$ cat src/design/adcot_cfg.svh
`ifndef ADCOT_CFG_SVH
`define ADCOT_CFG_SVH

// ****************************************************************
// register offsets
// ****************************************************************
`define ADCOT_ADDR_W         9
`define ADCOT_REG_CHAN_SEL   9'h005
`define ADCOT_REG_POWER      9'h008
`define ADCOT_REG_STABILIZER 9'h009
`define ADCOT_REG_CLK_DIV    9'h00B
`define ADCOT_REG_TEST       9'h00D
`define ADCOT_REG_BIST       9'h00E
`define ADCOT_REG_OUT_MODE   9'h014
`define ADCOT_REG_OUT_PHASE  9'h016
`define ADCOT_REG_BIST_RES   9'h024
`define ADCOT_REG_SYNC       9'h100

// ****************************************************************
// field positions
// ****************************************************************
`define ADCOT_OUT_DIS_BIT    4
`define ADCOT_BIST_EN_BIT    0
`define ADCOT_GENERATOR_RESTART_BIT_BIT  2
`define ADCOT_BIST_PASS_BIT  0
`define ADCOT_PN_SHORT_RST   4
`define ADCOT_PN_LONG_RST    5
`define ADCOT_SYNC_EN_BIT    1
`define ADCOT_SYNC_FIRST_BIT 2
`define ADCOT_DCO_INV_BIT    7

// ****************************************************************
// reset values
// ****************************************************************
`define ADCOT_CHAN_SEL_RST   2'h3
`define ADCOT_OUT_MODE_RST   8'h00
`define ADCOT_BYTE_RST       8'h00

// ****************************************************************
// timing counts
// ****************************************************************
`define ADCOT_LATENCY        9
`define ADCOT_BIST_LEN       10'h200
`define ADCOT_DIV_MAX        8

`endif

$ cat src/design/adcot_pkg.sv
package adcot_pkg;

	localparam int DATA_W = 14;

	typedef enum logic [1:0] {
		ADCOT_FMT_OFFSET = 2'h0,
		ADCOT_FMT_TWOS   = 2'h1,
		ADCOT_FMT_GRAY   = 2'h2
	} adcot_fmt_t;

	typedef enum logic [1:0] {
		ADCOT_PWR_NORMAL  = 2'h0,
		ADCOT_PWR_DOWN    = 2'h1,
		ADCOT_PWR_STANDBY = 2'h2
	} adcot_pwr_t;

	typedef enum logic [3:0] {
		ADCOT_TEST_OFF      = 4'h0,
		ADCOT_TEST_MID      = 4'h1,
		ADCOT_TEST_POS_FS   = 4'h2,
		ADCOT_TEST_NEG_FS   = 4'h3,
		ADCOT_TEST_CHECKER  = 4'h4,
		ADCOT_TEST_PN_LONG  = 4'h5,
		ADCOT_TEST_PN_SHORT = 4'h6,
		ADCOT_TEST_TOGGLE   = 4'h7
	} adcot_test_t;

	typedef enum logic [1:0] {
		ADCOT_BIST_IDLE  = 2'b00,
		ADCOT_BIST_RUN   = 2'b01,
		ADCOT_BIST_CHECK = 2'b11
	} adcot_bist_state_t;

	// one converted word on its way through the pipeline
	typedef struct packed {
		logic              raw;
		logic              ovr;
		logic [DATA_W-1:0] code;
	} adcot_sample_t;

	// word as it leaves the output pins
	typedef struct packed {
		logic              ovr;
		logic [DATA_W-1:0] code;
	} adcot_out_t;

endpackage : adcot_pkg

$ cat src/design/adcot_pn_gen.sv
`timescale 1ns/1ps
`default_nettype none

// fibonacci shift register, stepped once per sample
module adcot_pn_gen #(
	parameter int             WIDTH = 9,
	parameter logic [WIDTH-1:0] TAPS  = 9'h110,
	parameter logic [WIDTH-1:0] SEED  = 9'h1FF
) (
	// clock and reset
	input  wire logic             clk_in,
	input  wire logic             reset_in,
	// control
	input  wire logic             restart_in,
	input  wire logic             step_in,
	// state
	output var  logic [WIDTH-1:0] state_out
);

	always_ff @(posedge clk_in or posedge reset_in) begin
		if (reset_in) begin
			state_out <= SEED;
		end else if (restart_in) begin
			state_out <= SEED;
		end else if (step_in) begin
			state_out <= {state_out[WIDTH-2:0], ^(state_out & TAPS)};
		end
	end

endmodule : adcot_pn_gen

`default_nettype wire

$ cat src/design/adcot_top.sv
`timescale 1ns/1ps
`default_nettype none
`include "adcot_cfg.svh"

module adcot_top #(
	parameter int             CHANNELS       = 2,
	parameter logic [15:0]    BIST_SIGNATURE = 16'h0000
) (
	// clock and reset
	input  wire logic                                   clk_in,
	input  wire logic                                   reset_in,
	// serial port register access
	input  wire logic                                   serial_mode_in,
	input  wire logic [`ADCOT_ADDR_W-1:0]               reg_addr_in,
	input  wire logic [7:0]                             reg_wdata_in,
	input  wire logic                                   reg_write_in,
	input  wire logic                                   reg_read_in,
	output var  logic [7:0]                             reg_rdata_out,
	// control pins
	input  wire logic                                   power_down_pin_in,
	input  wire logic                                   output_disable_pin_in,
	input  wire logic                                   format_select_pin_in,
	input  wire logic                                   stabilizer_select_pin_in,
	input  wire logic                                   sync_in,
	// analog core
	input  wire adcot_pkg::adcot_out_t [CHANNELS-1:0]   core_data_in,
	output var  logic                                   core_enable_out,
	output var  logic                                   reference_on_out,
	output var  logic                                   duty_cycle_stabilizer_out,
	output var  logic                                   sample_strobe_out,
	// output pins
	output var  adcot_pkg::adcot_out_t [CHANNELS-1:0]   data_out,
	output var  logic [CHANNELS-1:0]                    data_oe_out,
	output var  logic [CHANNELS-1:0]                    data_clock_output_out,
	output var  logic [CHANNELS-1:0]                    data_clock_oe_out
);
	import adcot_pkg::*;

	// ****************************************************************
	// functions
	// ****************************************************************
	function automatic logic [DATA_W-1:0] format_code(input logic [DATA_W-1:0] code, input adcot_fmt_t fmt);
		logic [DATA_W-1:0] result;
		result = code;
		case (fmt)
			ADCOT_FMT_TWOS: result = code ^ {1'b1, {(DATA_W-1){1'b0}}};
			ADCOT_FMT_GRAY: result = code ^ (code >> 1);
			default: result = code;
		endcase
		return result;
	endfunction : format_code

	function automatic logic [15:0] crc_step(input logic [15:0] crc, input logic [DATA_W-1:0] word);
		logic [15:0] acc;
		acc = crc;
		for (int i = DATA_W - 1; i >= 0; i--) begin
			acc = (acc[15] ^ word[i]) ? ((acc << 1) ^ 16'h1021) : (acc << 1);
		end
		return acc;
	endfunction : crc_step

	function automatic logic reg_hit(input logic [`ADCOT_ADDR_W-1:0] offset);
		return reg_write_in && (reg_addr_in == offset);
	endfunction : reg_hit

	// ****************************************************************
	// registers
	// ****************************************************************
	logic [1:0]          chan_sel;
	adcot_pwr_t          power_mode;
	logic                stabilizer_reg;
	logic [2:0]          clk_div_reg;
	logic [7:0]          test_ctrl;
	logic [7:0]          bist_ctrl;
	logic [7:0]          out_mode [CHANNELS];
	logic [7:0]          out_phase;
	logic                bist_pass;
	logic [7:0]          sync_ctrl;
	logic                strap_taken;
	logic                strap_twos;
	logic                strap_stabilizer;
	logic                bist_done;
	logic                bist_start;

	assign bist_start = reg_write_in && (reg_addr_in == `ADCOT_REG_BIST) && reg_wdata_in[`ADCOT_BIST_EN_BIT];

	always_ff @(posedge clk_in or posedge reset_in) begin
		if (reset_in) begin
			chan_sel       <= `ADCOT_CHAN_SEL_RST;
			power_mode     <= ADCOT_PWR_NORMAL;
			stabilizer_reg <= 1'b1;
			clk_div_reg    <= 3'h0;
			test_ctrl      <= `ADCOT_BYTE_RST;
			out_phase      <= `ADCOT_BYTE_RST;
			sync_ctrl      <= `ADCOT_BYTE_RST;
		end else if (reg_write_in) begin
			case (reg_addr_in)
				`ADCOT_REG_CHAN_SEL:   chan_sel <= reg_wdata_in[1:0];
				`ADCOT_REG_POWER:      power_mode <= adcot_pwr_t'(reg_wdata_in[1:0]);
				`ADCOT_REG_STABILIZER: stabilizer_reg <= reg_wdata_in[0];
				`ADCOT_REG_CLK_DIV:    clk_div_reg <= reg_wdata_in[2:0];
				`ADCOT_REG_TEST:       test_ctrl <= reg_wdata_in;
				`ADCOT_REG_OUT_PHASE:  out_phase <= reg_wdata_in;
				`ADCOT_REG_SYNC:       sync_ctrl <= reg_wdata_in;
				default: begin
				end
			endcase
		end
	end

	// output mode has one copy per channel, written through the channel mask
	always_ff @(posedge clk_in or posedge reset_in) begin
		if (reset_in) begin
			for (int c = 0; c < CHANNELS; c++) begin
				out_mode[c] <= `ADCOT_OUT_MODE_RST;
			end
		end else if (reg_hit(`ADCOT_REG_OUT_MODE)) begin
			for (int c = 0; c < CHANNELS; c++) begin
				if (chan_sel[c % 2]) begin
					out_mode[c] <= reg_wdata_in;
				end
			end
		end
	end

	// hardware clear of the enable loses to a software write in the same cycle
	always_ff @(posedge clk_in or posedge reset_in) begin
		if (reset_in) begin
			bist_ctrl <= `ADCOT_BYTE_RST;
		end else if (reg_hit(`ADCOT_REG_BIST)) begin
			bist_ctrl <= reg_wdata_in;
		end else if (bist_done) begin
			bist_ctrl[`ADCOT_BIST_EN_BIT] <= 1'b0;
		end
	end

	// straps are caught on the first edge after reset release
	always_ff @(posedge clk_in or posedge reset_in) begin
		if (reset_in) begin
			strap_taken      <= 1'b0;
			strap_twos       <= 1'b0;
			strap_stabilizer <= 1'b1;
		end else if (!strap_taken) begin
			strap_taken      <= 1'b1;
			strap_twos       <= format_select_pin_in;
			strap_stabilizer <= stabilizer_select_pin_in;
		end
	end

	// ****************************************************************
	// power and format selection
	// ****************************************************************
	logic       powered_down;
	logic       standby;
	adcot_fmt_t fmt [CHANNELS];

	assign powered_down = power_down_pin_in || (serial_mode_in && power_mode == ADCOT_PWR_DOWN);
	assign standby      = serial_mode_in && power_mode == ADCOT_PWR_STANDBY && !power_down_pin_in;

	always_comb begin
		for (int c = 0; c < CHANNELS; c++) begin
			if (!serial_mode_in) begin
				fmt[c] = strap_twos ? ADCOT_FMT_TWOS : ADCOT_FMT_OFFSET;
			end else begin
				fmt[c] = adcot_fmt_t'(out_mode[c][1:0]);
			end
		end
	end

	assign core_enable_out           = !powered_down && !standby;
	assign reference_on_out          = !powered_down;
	assign duty_cycle_stabilizer_out = serial_mode_in ? stabilizer_reg : strap_stabilizer;

	// ****************************************************************
	// sync and clock divider
	// ****************************************************************
	logic       sync_meta;
	logic       sync_q;
	logic       sync_prev;
	logic       sync_armed;
	logic       sync_valid;
	logic [2:0] div_count;
	logic       sample_stb;

	always_ff @(posedge clk_in or posedge reset_in) begin
		if (reset_in) begin
			sync_meta <= 1'b0;
			sync_q    <= 1'b0;
			sync_prev <= 1'b0;
		end else begin
			sync_meta <= sync_in;
			sync_q    <= sync_meta;
			sync_prev <= sync_q;
		end
	end

	assign sync_valid = sync_q && !sync_prev && sync_ctrl[`ADCOT_SYNC_EN_BIT]
		&& (sync_armed || !sync_ctrl[`ADCOT_SYNC_FIRST_BIT]);

	// first-only mode re-arms on every write of the sync register
	always_ff @(posedge clk_in or posedge reset_in) begin
		if (reset_in) begin
			sync_armed <= 1'b1;
		end else if (reg_hit(`ADCOT_REG_SYNC)) begin
			sync_armed <= 1'b1;
		end else if (sync_valid) begin
			sync_armed <= 1'b0;
		end
	end

	always_ff @(posedge clk_in or posedge reset_in) begin
		if (reset_in) begin
			div_count <= 3'h0;
		end else if (sync_valid) begin
			div_count <= 3'h0;
		end else if (div_count >= clk_div_reg) begin
			div_count <= 3'h0;
		end else begin
			div_count <= div_count + 3'h1;
		end
	end

	// no samples while powered down: the clock is stopped inside
	assign sample_stb        = (div_count >= clk_div_reg) && !sync_valid && core_enable_out;
	assign sample_strobe_out = sample_stb;

	// ****************************************************************
	// pattern generators
	// ****************************************************************
	logic [8:0]  pn_short;
	logic [22:0] pn_long;
	logic [22:0] pn_bist;
	logic        pattern_phase;
	adcot_bist_state_t bist_state;

	adcot_pn_gen #(.WIDTH(9), .TAPS(9'h110), .SEED(9'h1FF)) u_pn_short (
		.clk_in     (clk_in),
		.reset_in   (reset_in),
		.restart_in (test_ctrl[`ADCOT_PN_SHORT_RST]),
		.step_in    (sample_stb),
		.state_out  (pn_short)
	);

	adcot_pn_gen #(.WIDTH(23), .TAPS(23'h420000), .SEED(23'h7FFFFF)) u_pn_long (
		.clk_in     (clk_in),
		.reset_in   (reset_in),
		.restart_in (test_ctrl[`ADCOT_PN_LONG_RST]),
		.step_in    (sample_stb),
		.state_out  (pn_long)
	);

	adcot_pn_gen #(.WIDTH(23), .TAPS(23'h420000), .SEED(23'h7FFFFF)) u_pn_bist (
		.clk_in     (clk_in),
		.reset_in   (reset_in),
		.restart_in (bist_start && reg_wdata_in[`ADCOT_GENERATOR_RESTART_BIT_BIT]),
		.step_in    (sample_stb && bist_state == ADCOT_BIST_RUN),
		.state_out  (pn_bist)
	);

	always_ff @(posedge clk_in or posedge reset_in) begin
		if (reset_in) begin
			pattern_phase <= 1'b0;
		end else if (sample_stb) begin
			pattern_phase <= !pattern_phase;
		end
	end

	// ****************************************************************
	// source select and nine-sample pipeline
	// ****************************************************************
	adcot_sample_t source [CHANNELS];
	adcot_sample_t pipe [CHANNELS][`ADCOT_LATENCY];

	always_comb begin
		for (int c = 0; c < CHANNELS; c++) begin
			source[c] = '{raw: 1'b0, ovr: core_data_in[c].ovr, code: core_data_in[c].code};
			if (bist_state == ADCOT_BIST_RUN) begin
				source[c] = '{raw: 1'b0, ovr: 1'b0, code: pn_bist[DATA_W-1:0]};
			end else begin
				// fixed levels go through formatting, sequences do not
				case (adcot_test_t'(test_ctrl[3:0]))
					ADCOT_TEST_MID:      source[c] = '{raw: 1'b0, ovr: 1'b0, code: 14'h2000};
					ADCOT_TEST_POS_FS:   source[c] = '{raw: 1'b0, ovr: 1'b0, code: 14'h3FFF};
					ADCOT_TEST_NEG_FS:   source[c] = '{raw: 1'b0, ovr: 1'b0, code: 14'h0000};
					ADCOT_TEST_CHECKER:  source[c] = '{raw: 1'b1, ovr: 1'b0,
						code: pattern_phase ? 14'h1555 : 14'h2AAA};
					ADCOT_TEST_PN_LONG:  source[c] = '{raw: 1'b1, ovr: 1'b0, code: pn_long[DATA_W-1:0]};
					ADCOT_TEST_PN_SHORT: source[c] = '{raw: 1'b1, ovr: 1'b0, code: {pn_short[8:4], pn_short}};
					ADCOT_TEST_TOGGLE:   source[c] = '{raw: 1'b1, ovr: 1'b0,
						code: pattern_phase ? 14'h3FFF : 14'h0000};
					default: begin
					end
				endcase
			end
		end
	end

	always_ff @(posedge clk_in or posedge reset_in) begin
		if (reset_in) begin
			for (int c = 0; c < CHANNELS; c++) begin
				for (int s = 0; s < `ADCOT_LATENCY; s++) begin
					pipe[c][s] <= '0;
				end
			end
		end else if (sample_stb) begin
			for (int c = 0; c < CHANNELS; c++) begin
				pipe[c][0] <= source[c];
				for (int s = 1; s < `ADCOT_LATENCY; s++) begin
					pipe[c][s] <= pipe[c][s-1];
				end
			end
		end
	end

	// ****************************************************************
	// output stage and data clocks
	// ****************************************************************
	logic stb_d;

	// last pipeline stage is the output latch: nine strobes from capture
	always_comb begin
		for (int c = 0; c < CHANNELS; c++) begin
			data_out[c].ovr  = pipe[c][`ADCOT_LATENCY-1].ovr;
			data_out[c].code = pipe[c][`ADCOT_LATENCY-1].raw ? pipe[c][`ADCOT_LATENCY-1].code
				: format_code(pipe[c][`ADCOT_LATENCY-1].code, fmt[c]);
		end
	end

	always_ff @(posedge clk_in or posedge reset_in) begin
		if (reset_in) begin
			stb_d <= 1'b0;
		end else begin
			stb_d <= sample_stb;
		end
	end

	always_comb begin
		for (int c = 0; c < CHANNELS; c++) begin
			data_clock_output_out[c] = !stb_d ^ (serial_mode_in && out_phase[`ADCOT_DCO_INV_BIT]);
			data_oe_out[c] = !powered_down && !output_disable_pin_in
				&& !(serial_mode_in && out_mode[c][`ADCOT_OUT_DIS_BIT]);
			data_clock_oe_out[c] = data_oe_out[c];
		end
	end

	// ****************************************************************
	// self-test sequencer
	// ****************************************************************
	logic [9:0]  bist_count;
	logic [15:0] signature;

	assign bist_done = bist_state == ADCOT_BIST_CHECK;

	always_ff @(posedge clk_in or posedge reset_in) begin
		if (reset_in) begin
			bist_state <= ADCOT_BIST_IDLE;
			bist_count <= 10'h000;
			signature  <= 16'hFFFF;
		end else begin
			case (bist_state)
				ADCOT_BIST_IDLE: begin
					if (bist_start) begin
						bist_state <= ADCOT_BIST_RUN;
						bist_count <= 10'h000;
						signature  <= 16'hFFFF;
					end
				end
				ADCOT_BIST_RUN: begin
					if (sample_stb) begin
						signature  <= crc_step(crc_step(signature, data_out[0].code),
							data_out[CHANNELS-1].code);
						bist_count <= bist_count + 10'h001;
						if (bist_count == `ADCOT_BIST_LEN - 10'h001) begin
							bist_state <= ADCOT_BIST_CHECK;
						end
					end
				end
				ADCOT_BIST_CHECK: bist_state <= ADCOT_BIST_IDLE;
				default: bist_state <= ADCOT_BIST_IDLE;
			endcase
		end
	end

	always_ff @(posedge clk_in or posedge reset_in) begin
		if (reset_in) begin
			bist_pass <= 1'b0;
		end else if (bist_state == ADCOT_BIST_IDLE && bist_start) begin
			bist_pass <= 1'b0;
		end else if (bist_done) begin
			bist_pass <= signature == BIST_SIGNATURE;
		end
	end

	// ****************************************************************
	// register read
	// ****************************************************************
	always_ff @(posedge clk_in or posedge reset_in) begin
		if (reset_in) begin
			reg_rdata_out <= 8'h00;
		end else if (reg_read_in) begin
			case (reg_addr_in)
				`ADCOT_REG_CHAN_SEL:   reg_rdata_out <= {6'h00, chan_sel};
				`ADCOT_REG_POWER:      reg_rdata_out <= {6'h00, power_mode};
				`ADCOT_REG_STABILIZER: reg_rdata_out <= {7'h00, stabilizer_reg};
				`ADCOT_REG_CLK_DIV:    reg_rdata_out <= {5'h00, clk_div_reg};
				`ADCOT_REG_TEST:       reg_rdata_out <= test_ctrl;
				`ADCOT_REG_BIST:       reg_rdata_out <= bist_ctrl;
				`ADCOT_REG_OUT_MODE:   reg_rdata_out <= chan_sel[0] ? out_mode[0] : out_mode[CHANNELS-1];
				`ADCOT_REG_OUT_PHASE:  reg_rdata_out <= out_phase;
				`ADCOT_REG_BIST_RES:   reg_rdata_out <= {7'h00, bist_pass};
				`ADCOT_REG_SYNC:       reg_rdata_out <= sync_ctrl;
				default:               reg_rdata_out <= 8'h00;
			endcase
		end
	end

endmodule : adcot_top

`default_nettype wire

$ cat config.mk
export PLATFORM = sky130hd
export DESIGN_NAME = adcot_top
export DESIGN_NICKNAME = d
export VERILOG_FILES = /design/src/design/adcot_pkg.sv /design/src/design/adcot_pn_gen.sv /design/src/design/adcot_top.sv
export VERILOG_INCLUDE_DIRS = /design/src /design/src/design
export SDC_FILE = /design/constraint.sdc
export NUM_CORES = 1
export LEC_CHECK = 0
export ABC_CLOCK_PERIOD_IN_PS = 31100
export BUFFER_PORTS_ARGS = -buffer_cell sky130_fd_sc_hd__buf_2
export CORE_AREA = 4 4 205 207
export CTS_CLUSTER_DIAMETER = 200
export DETAILED_ROUTE_END_ITERATION = 12
export DIE_AREA = 0 0 209 211
export PLACE_DENSITY = 0.67
export RECOVER_POWER = 50
export REMOVE_ABC_BUFFERS = 1
export SLEW_MARGIN = 20
export SYNTH_ARGS = -nofsm -noshare
export SYNTH_HDL_FRONTEND = slang
export SYNTH_SLANG_ARGS = --single-unit
$ cat constraint.sdc
create_clock -name clk_in -period 31.1 [get_ports clk_in]
set_input_delay 3.11 -clock clk_in [delete_from_list [all_inputs] [get_ports clk_in]]
set_output_delay 3.11 -clock clk_in [all_outputs]
set_load 0.005 [all_outputs]
==> flow_metrics.env, run 1 <==
export IMPL_cts_htree_levels=2
export IMPL_rows=74
export IMPL_ys_seq_area_frac=0.555
export IMPL_dp_hpwl_um=30100
export IMPL_clock_path_buffers=3
export IMPL_max_slew_margin_rel=-2.81
export IMPL_wirelength_um=46200
export IMPL_post_cts_buffers=0
export IMPL_area_growth_pct=11.9
export IMPL_crit_arrival_ns=12.58
export IMPL_critPathRequiredTime_ns=30.73
export IMPL_tns_ns=0
export IMPL_syn_instance_count=2145
export IMPL_grt_start_max_net_pins=130
export IMPL_ant_nets=0
export IMPL_die_area_um2=44100
export IMPL_cp_cell_sequence="buf_2 -> clkinvlp_2 -> clkbuf_1 -> clkbuf_1"
export IMPL_max_freq_mhz=77.2
export IMPL_drt_iter0_drc=1299
export IMPL_avgSynthCellArea_um2=9.30
export IMPL_startpoint_type="input pin"
export IMPL_largest_reg_flops=277
export IMPL_drc=0
export IMPL_die_h_um=211
export IMPL_hold_violations=0
export IMPL_synthArstFlopShare=1.00
export IMPL_vdd_drop_max_mv=0.139
export IMPL_reg_top3="pipe (277), u_pn_bist.state_out (23), u_pn_long.state_out (23)"
export IMPL_drive_gt1_frac=0.147
export IMPL_maxCapViolCount=10
export IMPL_p_leak_nw=11.5
export IMPL_yosys_area_top_type="dfrtp_1"
export IMPL_first_pass_iters=6
export IMPL_path_common_cell="clkbuf_1"
export IMPL_netlist_top_cells_area="dfrtp_1, nand2_1, dfstp_2"
export IMPL_fin_crit_sh=0.416
export IMPL_antenna_found_initial=0
export IMPL_cts_inserted_buffers=45
export IMPL_regToRegSetupSlack_ns=23.16
export IMPL_path_buf_inv=4
export IMPL_ys_warnings_count=0
export IMPL_powerDensity_nw_per_um2=100
export IMPL_cts_root_buf="clkbuf_16"
export IMPL_worst_pin_slew_ns=5.69
export IMPL_clk_latency_ns=0.55
export IMPL_ios=105
export IMPL_coreArea_um2=40400
export IMPL_hold_class="reg -> reg"
export IMPL_skew_ns=0.0205
export IMPL_top_register="pipe"
export IMPL_violations="max-capacitance violations, max-slew violations"
export IMPL_setup_viol=0
export IMPL_synth_flop_cell="dfrtp_1"
export IMPL_grt_pass1_vias=14400
export IMPL_grt_pass1_wl_um=75900
export IMPL_final_net_count=2263
export IMPL_gp_congestion=0.888
export IMPL_antenna_cells=0
export IMPL_port_buffers=104
export IMPL_wl_per_cell_um=16.7
export IMPL_synth_seq_cells=439
export IMPL_slowest_delay_ns=3.23
export IMPL_slowest_stage="clkbuf_1"
export IMPL_post_cts_resize_count=0
export IMPL_track_usage=0.208
export IMPL_synth_top_area_share=0.455
export IMPL_endpoint_kind="asynchronous set/reset pin"
export IMPL_critPathKind="in -> async"
export IMPL_final_util=0.553
export IMPL_holdBufCountCts=0
export IMPL_clk_pin_slew_ns=0.06
export IMPL_die_w_um=209
export IMPL_period_minus_slack_ns=12.95
export IMPL_num_vias=14600
export IMPL_overflow=0
export IMPL_clock_sinks=439
export IMPL_cts_tree="done"
export IMPL_critPathTopFamily="buffers and inverters"
export IMPL_start_util=0.494
export IMPL_routed_via_density=5.30
export IMPL_syn_area_um2=20000
export IMPL_cp_max_fo=129
export IMPL_rsz0062_at_grt="no"
export IMPL_status="finished with violations"
export IMPL_finalMaxSlewViolations=781
export IMPL_yosysUniqueCellTypes=60
export IMPL_synth_edff_count=0
-- cell families after synthesis --
logic type	count (synthesis)	synth area share
multiplexers	71	0.0392
AND/OR/NAND/NOR	1172	0.244
adder cells (fa/ha/maj)	10	0.00627
buffers and inverters	147	0.0292
XOR/XNOR	86	0.0508
AO/OA/AOI/OAI	219	0.0751
flip-flops	439	0.555
other	1	0.000188
-- final timing paths --
| kind | to | startpoint | depth (start not counted) |
|---|---|---|---|
| worst max-delay path | out_mode[13] | reset_in | 4 |
| min in group asynchronous | pipe[1] | reset_in | 2 |
| worst max register to register | signature[14] | clk_div_reg[0] | 12 |
| worst min register to register | sync_q | sync_meta | 0 |
| max in group clk_in | sample_strobe_out | serial_mode_in | 5 |
| worst min-delay path | sync_q | sync_meta | 0 |
-- metal layers --
metal	wire length [um]	up-vias	GRT usage	share of wire
li1	-	7100	-	-
met1	21500	7155	0.303	0.47
met2	21700	315	0.333	0.47
met3	2060	67	0.0313	0.045
met4	945	0	0.0518	0.020
met5	0	-	0	0
-- metrics by stage --
step | hold WS [ns] | power (mW) | setup WS [ns] | std cells | area (um^2)
5_1_grt | 0.357 | 2.36 | 16.01 | 2761 | 22300
2_1_floorplan | 0.331 | 1.49 | 13.13 | 2025 | 19500
3_5_place_dp | 0.342 | 1.68 | 22.35 | 2680 | 20800
4_1_cts | 0.349 | 2.25 | 22.35 | 2760 | 22400
3_3_place_gp | 0.331 | 1.66 | 22.43 | 2680 | 20800
6_report | 0.354 | 2.23 | 18.15 | 2761 | 22300
-- where the power goes --
| part | switching, mW | internal (mW) |
|---|---|---|
| registers | 0.0907 | 0.722 |
| logic | 0.428 | 0.435 |
| clock network | 0.217 | 0.342 |
| total | 0.736 | 1.50 |
-- cells in the final DEF (no fill, tap or decap), drive strengths merged, types with 9 or more instances in the layout --
| cell type | synthesis | layout |
|---|---|---|
| nor2b | 23 | 23 |
| o22ai | 9 | 9 |
| dfstp | 76 | 76 |
| clkbuf | 101 | 87 |
| o21ai | 59 | 59 |
| nand2 | 957 | 957 |
| xor2 | 34 | 34 |
| a221o | 12 | 12 |
| nor4b | 15 | 15 |
| mux2 | 57 | 57 |
| a22o | 12 | 12 |
| a21o | 9 | 9 |
| dfrtp | 363 | 363 |
| nor3 | 21 | 21 |
| and3 | 10 | 10 |
| a21oi | 42 | 42 |
| inv | 27 | 25 |
| nor2 | 43 | 43 |
| mux2i | 14 | 14 |
| xnor3 | 12 | 12 |
| a22oi | 27 | 27 |
| nand3 | 32 | 32 |
| a211oi | 17 | 17 |
| nand3b | 31 | 31 |
| xnor2 | 35 | 35 |
| ha | 10 | 10 |
| buf | 19 | 104 |
-- synth_stat cells, types with 7 or more instances --
cell type / instances
clkbuf_1: 101
nor3_1: 21
o21ai_0: 57
and2_1: 7
xnor3_1: 9
a21oi_1: 42
a22o_1: 12
nand2b_1: 8
buf_1: 7
a22oi_1: 27
nor2b_1: 23
a221o_1: 12
nor2_1: 43
nor4_1: 8
nor4b_1: 15
nand2_1: 957
xor2_1: 34
and3_1: 8
mux2_2: 57
a211oi_1: 11
nand3_1: 32
ha_1: 10
dfrtp_1: 363
o211a_1: 8
inv_1: 26
a21o_1: 9
o22ai_1: 9
nand3b_1: 31
dfstp_2: 76
xnor2_1: 33
mux2i_1: 14
-- final cells by class --
type / instances / area, um^2
fill: 3654 / 18000
timing repair buffer: 124 / 621
sequential: 439 / 11100
tap: 532 / 666
clock buffer: 67 / 1360
inverter: 27 / 104
multi-input combinational: 1559 / 8300
clock inverter: 13 / 191
Power figures use the tool's default switching activity.
==> inputs of run 2 (changes only) <==
Settings changed: ABC_CLOCK_PERIOD_IN_PS 31100 to 11300, PLACE_DENSITY 0.67 to 0.69.
Clock period 31.1 ns to 11.3 ns, I/O delays scaled along.
==> flow_metrics.env, run 2 (synthesized netlist as in run 1, its figures left out) <==
export IMPL_final_net_count=2263
export IMPL_grt_pass1_vias=14700
export IMPL_period_minus_slack_ns=7.52
export IMPL_dp_hpwl_um=30100
export IMPL_drc=0
export IMPL_hold_violations=0
export IMPL_drt_iter0_drc=1152
export IMPL_top_register="pipe"
export IMPL_regToRegSetupSlack_ns=3.78
export IMPL_holdBufCountCts=0
export IMPL_vdd_drop_max_mv=0.313
export IMPL_violations="max-capacitance violations, max-slew violations"
export IMPL_slowest_delay_ns=2.95
export IMPL_wl_per_cell_um=16.8
export IMPL_cp_max_fo=112
export IMPL_num_vias=14800
export IMPL_die_w_um=209
export IMPL_intPower_mw=4.09
export IMPL_tns_ns=0
export IMPL_drive_gt1_frac=0.149
export IMPL_skew_ns=0.0121
export IMPL_critPathKind="reg -> reg"
export IMPL_pwr_share_seq=0.369
export IMPL_path_buf_inv=2
export IMPL_pwr_share_clk=0.251
export IMPL_powerDensity_nw_per_um2=271
export IMPL_clock_sinks=439
export IMPL_post_cts_resize_count=0
export IMPL_area_growth_pct=12.0
export IMPL_cts_tree="done"
export IMPL_clk_latency_ns=0.55
export IMPL_gp_congestion=0.865
export IMPL_crit_arrival_ns=7.99
export IMPL_finalMaxSlewViolations=255
export IMPL_start_util=0.494
export IMPL_worst_pin_slew_ns=6.16
export IMPL_endpoint="signature[7]"
export IMPL_fillers=3679
export IMPL_slowest_stage="clkinvlp_2"
export IMPL_critPathRequiredTime_ns=11.77
export IMPL_antenna_cells=0
export IMPL_grt_start_max_net_pins=220
export IMPL_die_h_um=211
export IMPL_port_buffers=104
export IMPL_die_area_um2=44100
export IMPL_p_leak_nw=11.5
export IMPL_rsz0062_at_grt="no"
export IMPL_total_power_mw=6.06
export IMPL_ant_nets=0
export IMPL_fin_crit_sh=0.665
export IMPL_cp_depth=10
export IMPL_p_sw_frac=0.324
export IMPL_setup_worst_path_start="clk_div_reg[0]"
export IMPL_grt_pass1_wl_um=76800
export IMPL_overflow=0
export IMPL_post_cts_buffers=0
export IMPL_hold_class="reg -> reg"
export IMPL_whs_path_depth=0
export IMPL_pwr_share_comb=0.379
export IMPL_clock_path_buffers=3
export IMPL_ios=105
export IMPL_reg_top3="pipe (277), u_pn_bist.state_out (23), u_pn_long.state_out (23)"
export IMPL_cp_cell_sequence="ha_1 -> nand2b_1 -> a21o_1 -> a21o_1 -> nand3_1 -> clkinvlp_2 -> nand2_1 -> buf_4 -> nand2_1 -> o22a_1"
export IMPL_cts_root_buf="clkbuf_16"
export IMPL_maxCapViolCount=2
export IMPL_final_cell_mix="nand2_1, dfrtp_1, buf_2"
export IMPL_status="finished with violations"
export IMPL_max_slew_margin_rel=-3.13
export IMPL_setup_viol=0
export IMPL_wirelength_um=46300
export IMPL_max_freq_mhz=133
export IMPL_final_common_cell="nand2_1"
export IMPL_track_usage=0.209
export IMPL_cts_inserted_buffers=47
export IMPL_first_pass_iters=5
export IMPL_reg2reg_from="clk_div_reg[0]"
export IMPL_timing_rr_end="signature[7]"
export IMPL_p_sw_mw=1.97
export IMPL_rows=74
export IMPL_reg2regPathDepth=10
export IMPL_cts_htree_levels=2
export IMPL_routed_via_density=5.37
export IMPL_largest_reg_flops=277
export IMPL_clk_pin_slew_ns=0.06
export IMPL_antenna_found_initial=0
export IMPL_startpoint_type="register"
export IMPL_coreArea_um2=40400
export IMPL_critPathTopFamily="buffers and inverters"
export IMPL_endpoint_kind="register"
==> run 2: cell count changes in the layout (fill, tap and decap cells not counted), sizes merged <==
cell / previous run / this run
inv: 25 / 27
bufinv: 5 / 2
clkinv: 7 / 6
buf: 104 / 112
clkbuf: 87 / 85
==> run 2: metrics by stage <==
step            util  area [um^2]  setup slack [ns]  hold WS, ns  cells
3_3_place_gp   0.516        20800              5.51        0.335   2679
2_1_floorplan      -        19500             -3.73        0.331   2025
5_1_grt        0.554        22400              2.88        0.382   2765
4_1_cts        0.555        22400              5.96        0.377   2765
6_report       0.554        22400              3.78        0.376   2765
3_5_place_dp   0.516        20800              5.38        0.364   2679
==> run 2: per-layer routing <==
metal  track usage  wire [um]
met1         0.302      21400
met2         0.333      21700
met3        0.0312       2100
met4        0.0612       1220
met5             0          0
==> run 2: final cells by class <==
type	count	area, um^2	share of cell area
multi-input cells	1559	8300	0.371
well taps	532	666	0.0298
inverters	27	104	0.00465
clock inverters	11	114	0.00509
repair buffers	122	661	0.0296
clock buffers	75	1430	0.0641
flip-flops and latches	439	11100	0.496
==> run 2: how the worst min path moves through the flow <==
stage / start / end / slack, ns
2_1_floorplan: sync_meta / sync_q / 0.33
3_3_place_gp: sync_meta / sync_q / 0.34
3_5_place_dp: sync_meta / sync_q / 0.36
4_1_cts: sync_meta / sync_q / 0.38
5_1_grt: sync_meta / sync_q / 0.38
6_report: sync_meta / sync_q / 0.38
==> run 2: power groups by stage <==
| stage | sequential (mW) | clock [mW] | combinational (mW) |
|---|---|---|---|
| after floorplan | 2.17 | 0 | 1.94 |
| after global placement | 2.25 | 0 | 2.26 |
| after detailed placement | 2.26 | 0 | 2.29 |
| after CTS | 2.24 | 1.56 | 2.31 |
| after global routing | 2.28 | 1.63 | 2.54 |
| final | 2.24 | 1.52 | 2.30 |
